### src/ctd_pkg.sv
package ctd_pkg;
  localparam int unsigned CTD_DATA_W      = 32;
  localparam int unsigned CTD_TAG_W       = 3;
  localparam int unsigned CTD_FIFO_DEPTH  = 4;
  localparam int unsigned CTD_PEND_W      = 4;
  localparam logic [2:0]  CTD_TAG_OLDEST  = 3'h0;
  localparam logic [2:0]  CTD_TAG_YOUNGEST = 3'h7;
  localparam logic [3:0]  CTD_PEND_RST    = 4'h0;
  localparam logic [3:0]  CTD_PEND_ONE    = 4'h1;
  localparam logic [31:0] CTD_WORD_RST    = 32'h0000_0000;
  typedef logic [CTD_DATA_W-1:0] ctd_word_t;
  typedef logic [CTD_TAG_W-1:0]  ctd_tag_t;
  typedef logic [CTD_PEND_W-1:0] ctd_pend_t;
endpackage : ctd_pkg

### src/ctd_fifo.sv
`timescale 1ns/100ps
`default_nettype none

module ctd_fifo #(
  parameter int unsigned WIDTH = 32,
  parameter int unsigned DEPTH = 4
) (
  input  wire logic             clk,
  input  wire logic             rst_n,
  input  wire logic             in_valid,
  output var  logic             in_ready,
  input  wire logic [WIDTH-1:0] in_data,
  output var  logic             out_valid,
  input  wire logic             out_ready,
  output var  logic [WIDTH-1:0] out_data
);
  localparam int unsigned AW = (DEPTH > 1) ? $clog2(DEPTH) : 1;
  localparam int unsigned CW = $clog2(DEPTH + 1);
  localparam logic [CW-1:0] FULL_CNT = CW'(DEPTH);
  localparam logic [AW-1:0] LAST_PTR = AW'(DEPTH - 1);

  logic [WIDTH-1:0] mem [DEPTH];
  logic [AW-1:0]    wr_ptr_ff;
  logic [AW-1:0]    rd_ptr_ff;
  logic [CW-1:0]    count_ff;
  logic             ready_ff;
  logic             valid_ff;
  logic [AW-1:0]    nxt_wr_ptr;
  logic [AW-1:0]    nxt_rd_ptr;
  logic [CW-1:0]    nxt_count;
  logic             push;
  logic             pop;

  assign in_ready  = ready_ff;
  assign out_valid = valid_ff;
  assign out_data  = mem[rd_ptr_ff];

  // Flags are registered from the next count so both sides see honest
  // full and empty without a combinational path through the counter.
  always_comb begin
    push       = in_valid && ready_ff;
    pop        = out_ready && valid_ff;
    nxt_wr_ptr = wr_ptr_ff;
    nxt_rd_ptr = rd_ptr_ff;
    nxt_count  = count_ff;
    if (push) begin
      nxt_wr_ptr = (wr_ptr_ff == LAST_PTR) ? '0 : wr_ptr_ff + AW'(1);
    end
    if (pop) begin
      nxt_rd_ptr = (rd_ptr_ff == LAST_PTR) ? '0 : rd_ptr_ff + AW'(1);
    end
    if (push && !pop) begin
      nxt_count = count_ff + CW'(1);
    end else if (pop && !push) begin
      nxt_count = count_ff - CW'(1);
    end
  end

  always_ff @(posedge clk) begin
    if (!rst_n) begin
      wr_ptr_ff <= '0;
      rd_ptr_ff <= '0;
      count_ff  <= '0;
      ready_ff  <= 1'b0;
      valid_ff  <= 1'b0;
    end else begin
      wr_ptr_ff <= nxt_wr_ptr;
      rd_ptr_ff <= nxt_rd_ptr;
      count_ff  <= nxt_count;
      ready_ff  <= (nxt_count != FULL_CNT);
      valid_ff  <= (nxt_count != '0);
    end
  end

  always_ff @(posedge clk) begin
    if (push) begin
      mem[wr_ptr_ff] <= in_data;
    end
  end
endmodule : ctd_fifo

`default_nettype wire

### src/ctd_top.sv
`timescale 1ns/100ps
`default_nettype none

module ctd_top (
  input  wire logic                clk,
  input  wire logic                rst_n,
  input  wire logic                mtc_issue,
  input  wire logic                mtc_data_valid,
  input  wire ctd_pkg::ctd_word_t  mtc_data,
  output var  logic                mtc_data_ready,
  input  wire logic                to_cop_data_hold,
  input  wire ctd_pkg::ctd_tag_t   to_cop_reorder_limit,
  output var  logic                to_cop_data_strobe,
  output var  ctd_pkg::ctd_word_t  to_cop_data_word,
  output var  ctd_pkg::ctd_tag_t   to_cop_order_tag
);
  import ctd_pkg::*;

  logic       fifo_valid;
  ctd_word_t  fifo_data;
  logic       pop;
  ctd_pend_t  pend_ff;
  ctd_pend_t  nxt_pend;
  logic       strobe_ff;
  logic       nxt_strobe;
  ctd_word_t  word_ff;
  ctd_word_t  nxt_word;
  ctd_tag_t   tag_ff;
  ctd_tag_t   nxt_tag;
  ctd_tag_t   limit_unused;

  // The limit only bounds reordering, which this path never does.
  assign limit_unused = to_cop_reorder_limit;

  // The buffer's ready is registered inside it, so the core sees a flop.
  ctd_fifo #(
    .WIDTH (CTD_DATA_W),
    .DEPTH (CTD_FIFO_DEPTH)
  ) u_fifo (
    .clk       (clk),
    .rst_n     (rst_n),
    .in_valid  (mtc_data_valid),
    .in_ready  (mtc_data_ready),
    .in_data   (mtc_data),
    .out_valid (fifo_valid),
    .out_ready (pop),
    .out_data  (fifo_data)
  );

  // A word leaves only when a move is outstanding, so a word that arrives
  // before its instruction is dispatched waits in the buffer.
  always_comb begin
    pop        = fifo_valid && (pend_ff != CTD_PEND_RST)
                 && !to_cop_data_hold;
    nxt_strobe = pop;
    nxt_word   = pop ? fifo_data : word_ff;
    nxt_tag    = CTD_TAG_OLDEST;
    nxt_pend   = pend_ff;
    if (mtc_issue && !pop) begin
      nxt_pend = pend_ff + CTD_PEND_ONE;
    end else if (pop && !mtc_issue) begin
      nxt_pend = pend_ff - CTD_PEND_ONE;
    end
  end

  always_ff @(posedge clk) begin
    if (!rst_n) begin
      pend_ff   <= CTD_PEND_RST;
      strobe_ff <= 1'b0;
      word_ff   <= CTD_WORD_RST;
      tag_ff    <= CTD_TAG_OLDEST;
    end else begin
      pend_ff   <= nxt_pend;
      strobe_ff <= nxt_strobe;
      word_ff   <= nxt_word;
      tag_ff    <= nxt_tag;
    end
  end

  assign to_cop_data_strobe = strobe_ff;
  assign to_cop_data_word   = word_ff;
  assign to_cop_order_tag   = tag_ff;
endmodule : ctd_top

`default_nettype wire

### config.mk
export PLATFORM = sky130hd
export DESIGN_NAME = ctd_top
export DESIGN_NICKNAME = d
export VERILOG_FILES = /design/src/ctd_pkg.sv /design/src/ctd_fifo.sv /design/src/ctd_top.sv
export SDC_FILE = /design/constraint.sdc
export NUM_CORES = 1
export LEC_CHECK = 0
export BUFFER_PORTS_ARGS = -buffer_cell sky130_fd_sc_hd__buf_2
export CAP_MARGIN = 15
export CORE_AREA = 2 2 108 110
export DETAILED_ROUTE_END_ITERATION = 10
export DIE_AREA = 0 0 110 112
export HOLD_SLACK_MARGIN = 0.08
export PLACE_DENSITY = 0.85
export SLEW_MARGIN = 10
export SYNTH_ARGS = -nofsm -noshare
export SYNTH_HDL_FRONTEND = slang
export SYNTH_HIERARCHICAL = 1
export SYNTH_SLANG_ARGS = --single-unit
### constraint.sdc
create_clock -name clk -period 7 [get_ports clk]
set_input_delay 0.35 -clock clk [delete_from_list [all_inputs] [get_ports clk]]
set_output_delay 0.35 -clock clk [all_outputs]
set_load 0.01 [all_outputs]
==> results.toml, run 1 <==
[flow_run]
max-cap-violations = 0

[clocking]
cts.clk_slew.worst_paths_ps = 60
cts_made_buffers = 17
ctsResizeCount = 0
cts_setup_buffers = 0
cts_hold_buf = 0
cts_tree = "yes"
tritoncts_num_sinks = 176
clk_root_buffer_cell = "sky130_fd_sc_hd__clkbuf_16"
cts_htree_levels = 4
clk_latency_ps = 420
clock_tree.buffer_depth = 2

[floorplanning]
std_cell_rows = 39
io_pins = 77
dieWidth_microns = 110
start_util_pct = 60.8
floorplan.core_area_sq_mm = 0.0112
die_y_microns = 112
fp.dieArea_sq_mm = 0.0123

[final_layout]
final_common_cell = "sky130_fd_sc_hd__edfxtp_1"
fin_cells = 631
fraction_of_final_layout_cells_sized_beyond_drive_strength_1_pct = 31.8
syn2layout_area_growth_pct = 14.3
layout_common_cells = "sky130_fd_sc_hd__edfxtp_1, sky130_fd_sc_hd__nand2_1, sky130_fd_sc_hd__buf_2, sky130_fd_sc_hd__dfxtp_1, sky130_fd_sc_hd__mux4_2"
final_nets = 526
antenna_cells_inserted = 0

[power_and_ir_drop]
ir_drop_v = 0.000178
p_leak_uw = 0.00273
total_power_uw = 2330
powerDensity_mw_per_mm2 = 300

[global_routing]
antenna_violations_before_repair = 1
grt_remaining_overflow = 0
global_route_wire_length_before_repair_mm = 19.0
grt_max_degree = 50
first_global_vias = 3714
grt_use_total_pct = 21.4

[synth]
post_synth_num_cell_types = 42
synthesis.yosys.warnings = 6
ys_seq_elements = 176
synth_top_flop_cell = "sky130_fd_sc_hd__edfxtp_1"
synth_seq_area_share_pct = 70.7
syn-instance-count = 406
post_synth.cell_area_avg_sq_um = 16.7
yosys.area.top_type_share_pct = 56.6
yosysTopAreaCell = "sky130_fd_sc_hd__edfxtp_1"
largest_cells_by_area_after_synthesis = "sky130_fd_sc_hd__edfxtp_1, sky130_fd_sc_hd__dfxtp_1, sky130_fd_sc_hd__mux4_2"
syn-cell-area_sq_mm = 0.00679
asyncSetResetFlopFracSynth_pct = 0
synth_enable_flop_cells = 128

[sta]
timing_worst_slew_pin_value_ps = 909
setup_viol = 0
min_period_over_period_pct = 40.3
fin_setup_tns_ps = 0
fmax_mhz = 355
timing.slew.headroom_pct = 39.4
post-route-worst-setup-slack_ps = 4180
finClkSkew_ps = 10.6
finalMaxSlewViolations = 0
final_period_minus_worst_setup_slack_ps = 2820
report.final.hold_viol_count = 0
unrepaired_setup_endpoints_after_global_routing = "no"

[detailed_routing]
viasPerCell = 5.74
vias = 3620
pre_repair_dr_iteration_count = 5
final_antenna_net_count = 0
drt_wl_total_mm = 12.3
routedWlPerCell_microns = 19.5
drt_first_iter_violations = 207
route.detailed.drc = 0

[placed_design]
routabilityCongestion = 0.726
place.detailed.instances = 599
place.detailed.hpwl_mm = 6.90
buffer_ports.inserted = 70
post-place-ws_ps = 4180

[worst_setup_path]
worst_ep_required_time_ps = 7300
critPathMaxFanout = 35
worstSetupEndpointType = "flip-flop"
crit_arrival_ps = 3120
crit_start_category = "flip-flop"
timing_worst_setup_path_type = "flip-flop to flip-flop"

[outcome]
result_of_the_run = "completed"

[min_path]
hp-class = "primary input to flip-flop"
## worst max-delay path, stage by stage, from the launching register on
cell and delay (ps):
sky130_fd_sc_hd__dfxtp_1 420, sky130_fd_sc_hd__or4_4 180, sky130_fd_sc_hd__nand3b_4 360, sky130_fd_sc_hd__inv_2 690, sky130_fd_sc_hd__nand2_2 310, sky130_fd_sc_hd__or3_4 430
sky130_fd_sc_hd__o311a_1 120, sky130_fd_sc_hd__o21a_1 170
## flip-flops by register name, indices dropped and copies added, names as in the netlist, named ones only
signal	cells
pend_ff	4
to_cop_data_strobe	1
to_cop_data_word	32
u_fifo/count_ff	3
u_fifo/in_ready	1
u_fifo/mem	128
u_fifo/out_valid	1
u_fifo/rd_ptr_ff	2
u_fifo/wr_ptr_ff	2
## final cells by class
cell class                      count  area [sq um]
Clock buffer                       17           425
Clock inverter                     15           146
Inverter                            6          22.5
Sequential cell                   176          4810
Fill cell                         707          3410
Tap cell                          143           179
Multi-Input combinational cell    203          1830
Timing Repair Buffer               71           358
## synth_stat cells (2+ instances only)
| cell type | instances |
|---|---|
| sky130_fd_sc_hd__nand3_1 | 3 |
| sky130_fd_sc_hd__inv_1 | 5 |
| sky130_fd_sc_hd__dfxtp_1 | 48 |
| sky130_fd_sc_hd__mux2i_1 | 3 |
| sky130_fd_sc_hd__nor2_1 | 2 |
| sky130_fd_sc_hd__nand2_1 | 72 |
| sky130_fd_sc_hd__edfxtp_1 | 128 |
| sky130_fd_sc_hd__buf_6 | 5 |
| sky130_fd_sc_hd__nor3_1 | 2 |
| sky130_fd_sc_hd__a21oi_1 | 4 |
| sky130_fd_sc_hd__buf_4 | 5 |
| sky130_fd_sc_hd__and3_2 | 4 |
| sky130_fd_sc_hd__a21boi_1 | 20 |
| sky130_fd_sc_hd__buf_2 | 4 |
| sky130_fd_sc_hd__xnor2_1 | 4 |
| sky130_fd_sc_hd__mux4_2 | 32 |
| sky130_fd_sc_hd__a21boi_0 | 7 |
| sky130_fd_sc_hd__and2_1 | 5 |
| sky130_fd_sc_hd__nor2b_1 | 4 |
| sky130_fd_sc_hd__clkbuf_1 | 8 |
| sky130_fd_sc_hd__ha_1 | 10 |
| sky130_fd_sc_hd__a21boi_2 | 10 |
| sky130_fd_sc_hd__o311a_1 | 2 |
## metrics by stage
| step | utilization [%] | hold slack [ps] | cell area [sq um] |
|---|---|---|---|
| 6_report | 69.5 | 145 | 7760 |
| 5_1_grt | 69.5 | 122 | 7760 |
| 4_1_cts | 69.5 | 128 | 7760 |
| 3_5_place_dp | 64.4 | 448 | 7190 |
| 3_3_place_gp | 64.4 | 439 | 7190 |
| 2_1_floorplan | - | 446 | 6800 |
## logic make-up (layout without fill, tap and decap cells)
kind of cell | count (synthesis) | in the layout | synth area share, %
muxes | 35 | 35 | 11.0
buffers and inverters | 29 | 109 | 2.50
AOI/OAI and AO/OA | 49 | 49 | 5.86
adders and majority gates | 11 | 11 | 2.14
other | 1 | 3 | 0.0552
and+or+nand+nor | 99 | 99 | 6.80
xor gates and xnor gates | 6 | 6 | 0.884
DFF | 176 | 176 | 70.7
## routing by layer
| metal | GRT usage, % | up-vias | routed length [microns] | share of wire [%] |
|---|---|---|---|---|
| met5 | 0 | - | 17 | 0.14 |
| met4 | 9.03 | 2 | 235 | 1.9 |
| met3 | 7.26 | 18 | 715 | 5.8 |
| met2 | 35.5 | 105 | 6530 | 53 |
| met1 | 25.3 | 1835 | 4790 | 39 |
| li1 | - | 1660 | - | - |
## where the power goes
part           internal, uW  leakage [uW]  switching, uW  total (uW)
Combinational           103      0.000905            127         230
Sequential             1170       0.00155           30.4        1200
Clock                   522      0.000267            379         901
## final timing paths
check,from,end,slack (ps),depth (start not counted)
max,pend_ff[0]$_SDFFE_PN0P_,u_fifo/out_valid$_SDFF_PN0_,4180,7
min,mtc_data[14],u_fifo/mem[3][14]$_DFFE_PP_,150,1
max reg2reg,pend_ff[0]$_SDFFE_PN0P_,u_fifo/out_valid$_SDFF_PN0_,4180,7
min reg2reg,to_cop_data_word[14]$_SDFFE_PN0P_,to_cop_data_word[14]$_SDFFE_PN0P_,450,2
(Power assumes the default switching activity.)
==> inputs of run 2 (changes only) <==
--- a/config.mk
+++ b/config.mk
@@ -5,13 +5,14 @@
 export SDC_FILE = /design/constraint.sdc
 export NUM_CORES = 1
 export LEC_CHECK = 0
+export ABC_AREA = 1
 export BUFFER_PORTS_ARGS = -buffer_cell sky130_fd_sc_hd__buf_2
 export CAP_MARGIN = 15
-export CORE_AREA = 2 2 108 110
+export CORE_AREA = 2 2 119 121
 export DETAILED_ROUTE_END_ITERATION = 10
-export DIE_AREA = 0 0 110 112
+export DIE_AREA = 0 0 121 123
 export HOLD_SLACK_MARGIN = 0.08
-export PLACE_DENSITY = 0.85
+export PLACE_DENSITY = 0.76
 export SLEW_MARGIN = 10
 export SYNTH_ARGS = -nofsm -noshare
 export SYNTH_HDL_FRONTEND = slang
==> constraint.sdc (replaced) <==
create_clock -name clk -period 2.26 [get_ports clk]
set_input_delay 0.113 -clock clk [delete_from_list [all_inputs] [get_ports clk]]
set_output_delay 0.113 -clock clk [all_outputs]
set_load 0.01 [all_outputs]
==> run 2 against run 1 <==
Sequential power increased to 3.5 times the previous value. Power increased to 4.1 times the previous value. Area after synthesis increased by 2.3%. Die area increased by 21%. Global-route usage decreased by 0.49 points. Routed wire length increased by 20%. Register-to-register slack got worse by 3900 ps. First-iteration DRC count increased by 87%. Clock-buffer cell count unchanged. Cell count increased by 39%. Maximum frequency increased by 41%.
==> results.toml, run 2 <==
[floorplanning]
std_cell_rows = 43
die_y_microns = 123
start_util_pct = 51.1
floorplan.core_area_sq_mm = 0.0136
dieWidth_microns = 121
fp.dieArea_sq_mm = 0.0149
io_pins = 77

[worst_setup_path]
crit_arrival_ps = 2330
worst_ep_required_time_ps = 2590
crit_start_category = "flip-flop"
critPathMaxFanout = 13
timing_worst_setup_path_type = "flip-flop to flip-flop"
ff2ff_setup_slack_ps = 260
worstSetupEndpointType = "flip-flop"

[detailed_routing]
route.detailed.drc = 0
wl_met3_microns = 682
drt_wl_total_mm = 14.8
final_antenna_net_count = 0
routedWlPerCell_microns = 16.9
vias = 4656
pre_repair_dr_iteration_count = 5
viasPerCell = 5.32
drt_first_iter_violations = 387
met2_length_mm = 7.33
top_layer_used = "met4"
sum_of_routed_wire_segments_on_met1_mm = 6.48

[synth]
syn-cell-area_sq_mm = 0.00695
post_synth_num_cell_types = 28
muxShareOfSynthArea_pct = 0
synthesis.yosys.warnings = 6
synth_xor_area_share_pct = 0.252
synth-compound-area-share_pct = 10.7
synth_adder_area_share_pct = 2.09
syn-instance-count = 583
synth_most_common_cell = "sky130_fd_sc_hd__edfxtp_1"
yosysTopAreaCell = "sky130_fd_sc_hd__edfxtp_1"
yosys.area.top_type_share_pct = 55.3
largest_cells_by_area_after_synthesis = "sky130_fd_sc_hd__edfxtp_1, sky130_fd_sc_hd__dfxtp_1, sky130_fd_sc_hd__nor2_1"
synth_seq_area_share_pct = 69.1
synth_top_family_by_area = "simple AND/OR/NAND/NOR gates"
synth_enable_flop_cells = 128
netlist_top_cells_count = "sky130_fd_sc_hd__edfxtp_1, sky130_fd_sc_hd__nor2_1, sky130_fd_sc_hd__o21ai_1, sky130_fd_sc_hd__dfxtp_1, sky130_fd_sc_hd__o21ai_0"
asyncSetResetFlopFracSynth_pct = 0
synth_simple_gate_area_share_pct = 12.2
ys_seq_elements = 176
post_synth.cell_area_avg_sq_um = 11.9
synth_top_flop_cell = "sky130_fd_sc_hd__edfxtp_1"

[clocking]
cts_made_buffers = 17
cts_htree_levels = 4
cts_setup_buffers = 0
cts.clk_slew.worst_paths_ps = 70
clk_root_buffer_cell = "sky130_fd_sc_hd__clkbuf_16"
tritoncts_num_sinks = 176
clk_latency_ps = 420
cts_hold_buf = 32
ctsResizeCount = 0
cts_tree = "yes"
clock_tree.buffer_depth = 2

[outcome]
result_of_the_run = "completed"

[final_layout]
layout_common_cells = "sky130_fd_sc_hd__edfxtp_1, sky130_fd_sc_hd__nor2_1, sky130_fd_sc_hd__buf_2, sky130_fd_sc_hd__o21ai_1, sky130_fd_sc_hd__dfxtp_1"
largest_register_ff_count = 128
final_area_sq_mm = 0.00835
final_common_cell = "sky130_fd_sc_hd__edfxtp_1"
fraction_of_final_layout_cells_sized_beyond_drive_strength_1_pct = 22.8
max_flop_register = "u_fifo/mem"
syn2layout_area_growth_pct = 20.2
antenna_cells_inserted = 0
final_nets = 734

[sta]
fin_setup_tns_ps = 0
finClkSkew_ps = 4.99
report.final.hold_viol_count = 0
unrepaired_setup_endpoints_after_global_routing = "no"
finalMaxSlewViolations = 0
final_period_minus_worst_setup_slack_ps = 2000
hold-worst-slack_ps = 121
min_period_over_period_pct = 88.6
timing_worst_slew_pin_value_ps = 836
fmax_mhz = 499
setup_viol = 0
timing.slew.headroom_pct = 44.3

[placed_design]
routabilityCongestion = 0.800
buffer_ports.inserted = 70
place.detailed.hpwl_mm = 8.33
place_area_sq_mm = 0.00738

[global_routing]
grt_use_total_pct = 20.9
antenna_violations_before_repair = 0
global_route_wire_length_before_repair_mm = 23.3
grt_max_degree = 65
first_global_vias = 4650
grt_remaining_overflow = 0

[power_and_ir_drop]
powerDensity_mw_per_mm2 = 1130
p_leak_uw = 0.00321
ir_drop_v = 0.000579

[min_path]
hp-class = "primary input to flip-flop"

[flow_run]
max-cap-violations = 0
run 2: cell type report:
cell class | instances | area (sq um)
repair buffers | 111 | 751
multi-input cells | 347 | 1790
clock inverters | 15 | 229
fillers | 1037 | 5260
inverters | 30 | 123
well taps | 180 | 225
flip-flops and latches | 176 | 4810
clock buffers | 17 | 425
run 2: worst max-delay path, cell delays in order (launching register included):
cell and delay [ps]:
sky130_fd_sc_hd__dfxtp_1 360, sky130_fd_sc_hd__nor2_2 150, sky130_fd_sc_hd__nand3_2 90, sky130_fd_sc_hd__nand2_4 200
sky130_fd_sc_hd__ha_1 210, sky130_fd_sc_hd__inv_1 100, sky130_fd_sc_hd__ha_1 310, sky130_fd_sc_hd__or2_1 230
sky130_fd_sc_hd__nand3_1 90, sky130_fd_sc_hd__nand3_1 80, sky130_fd_sc_hd__nand2_1 60, sky130_fd_sc_hd__inv_1 30
run 2: worst paths after layout:
path / start / end / cells after the start
worst max-delay path: pend_ff[1]$_SDFFE_PN0P_ / pend_ff[3]$_SDFFE_PN0P_ / 11
worst max register to register: pend_ff[1]$_SDFFE_PN0P_ / pend_ff[3]$_SDFFE_PN0P_ / 11
worst min register to register: to_cop_data_word[19]$_SDFFE_PN0P_ / to_cop_data_word[19]$_SDFFE_PN0P_ / 2
worst min-delay path: mtc_issue / pend_ff[0]$_SDFFE_PN0P_ / 3
run 2: kinds of logic after synthesis:
kind of cell,after synthesis
and+or+nand+nor,191
DFF,176
AOI/OAI and AO/OA,140
buffers and inverters,62
adders and majority gates,11
xor gates and xnor gates,2
other,1
run 2: per-stage QoR:
stage	worst slack [ps]	utilization [%]	std cells	power (uW)
floorplan	-118	-	585	5700
global placement	357	54.2	812	6140
detailed placement	277	54.2	812	6250
CTS	269	61.4	876	9480
global route	77.0	61.4	876	9890
finish	258	61.4	876	9450
run 2: layer usage:
metal  vias to the layer above  global-route usage, %
li1                       2236                      -
met1                      2256                   26.6
met2                       140                   32.9
met3                        24                   5.30
met4                         0                   11.8
met5                         -                      0
run 2: power by group:
part / leakage [uW] / total, uW / internal (uW) / switching (uW)
sequential: 0.00156 / 4200 / 3960 / 237
clock: 0.000309 / 3190 / 1970 / 1220
combinational: 0.00134 / 2060 / 729 / 1330
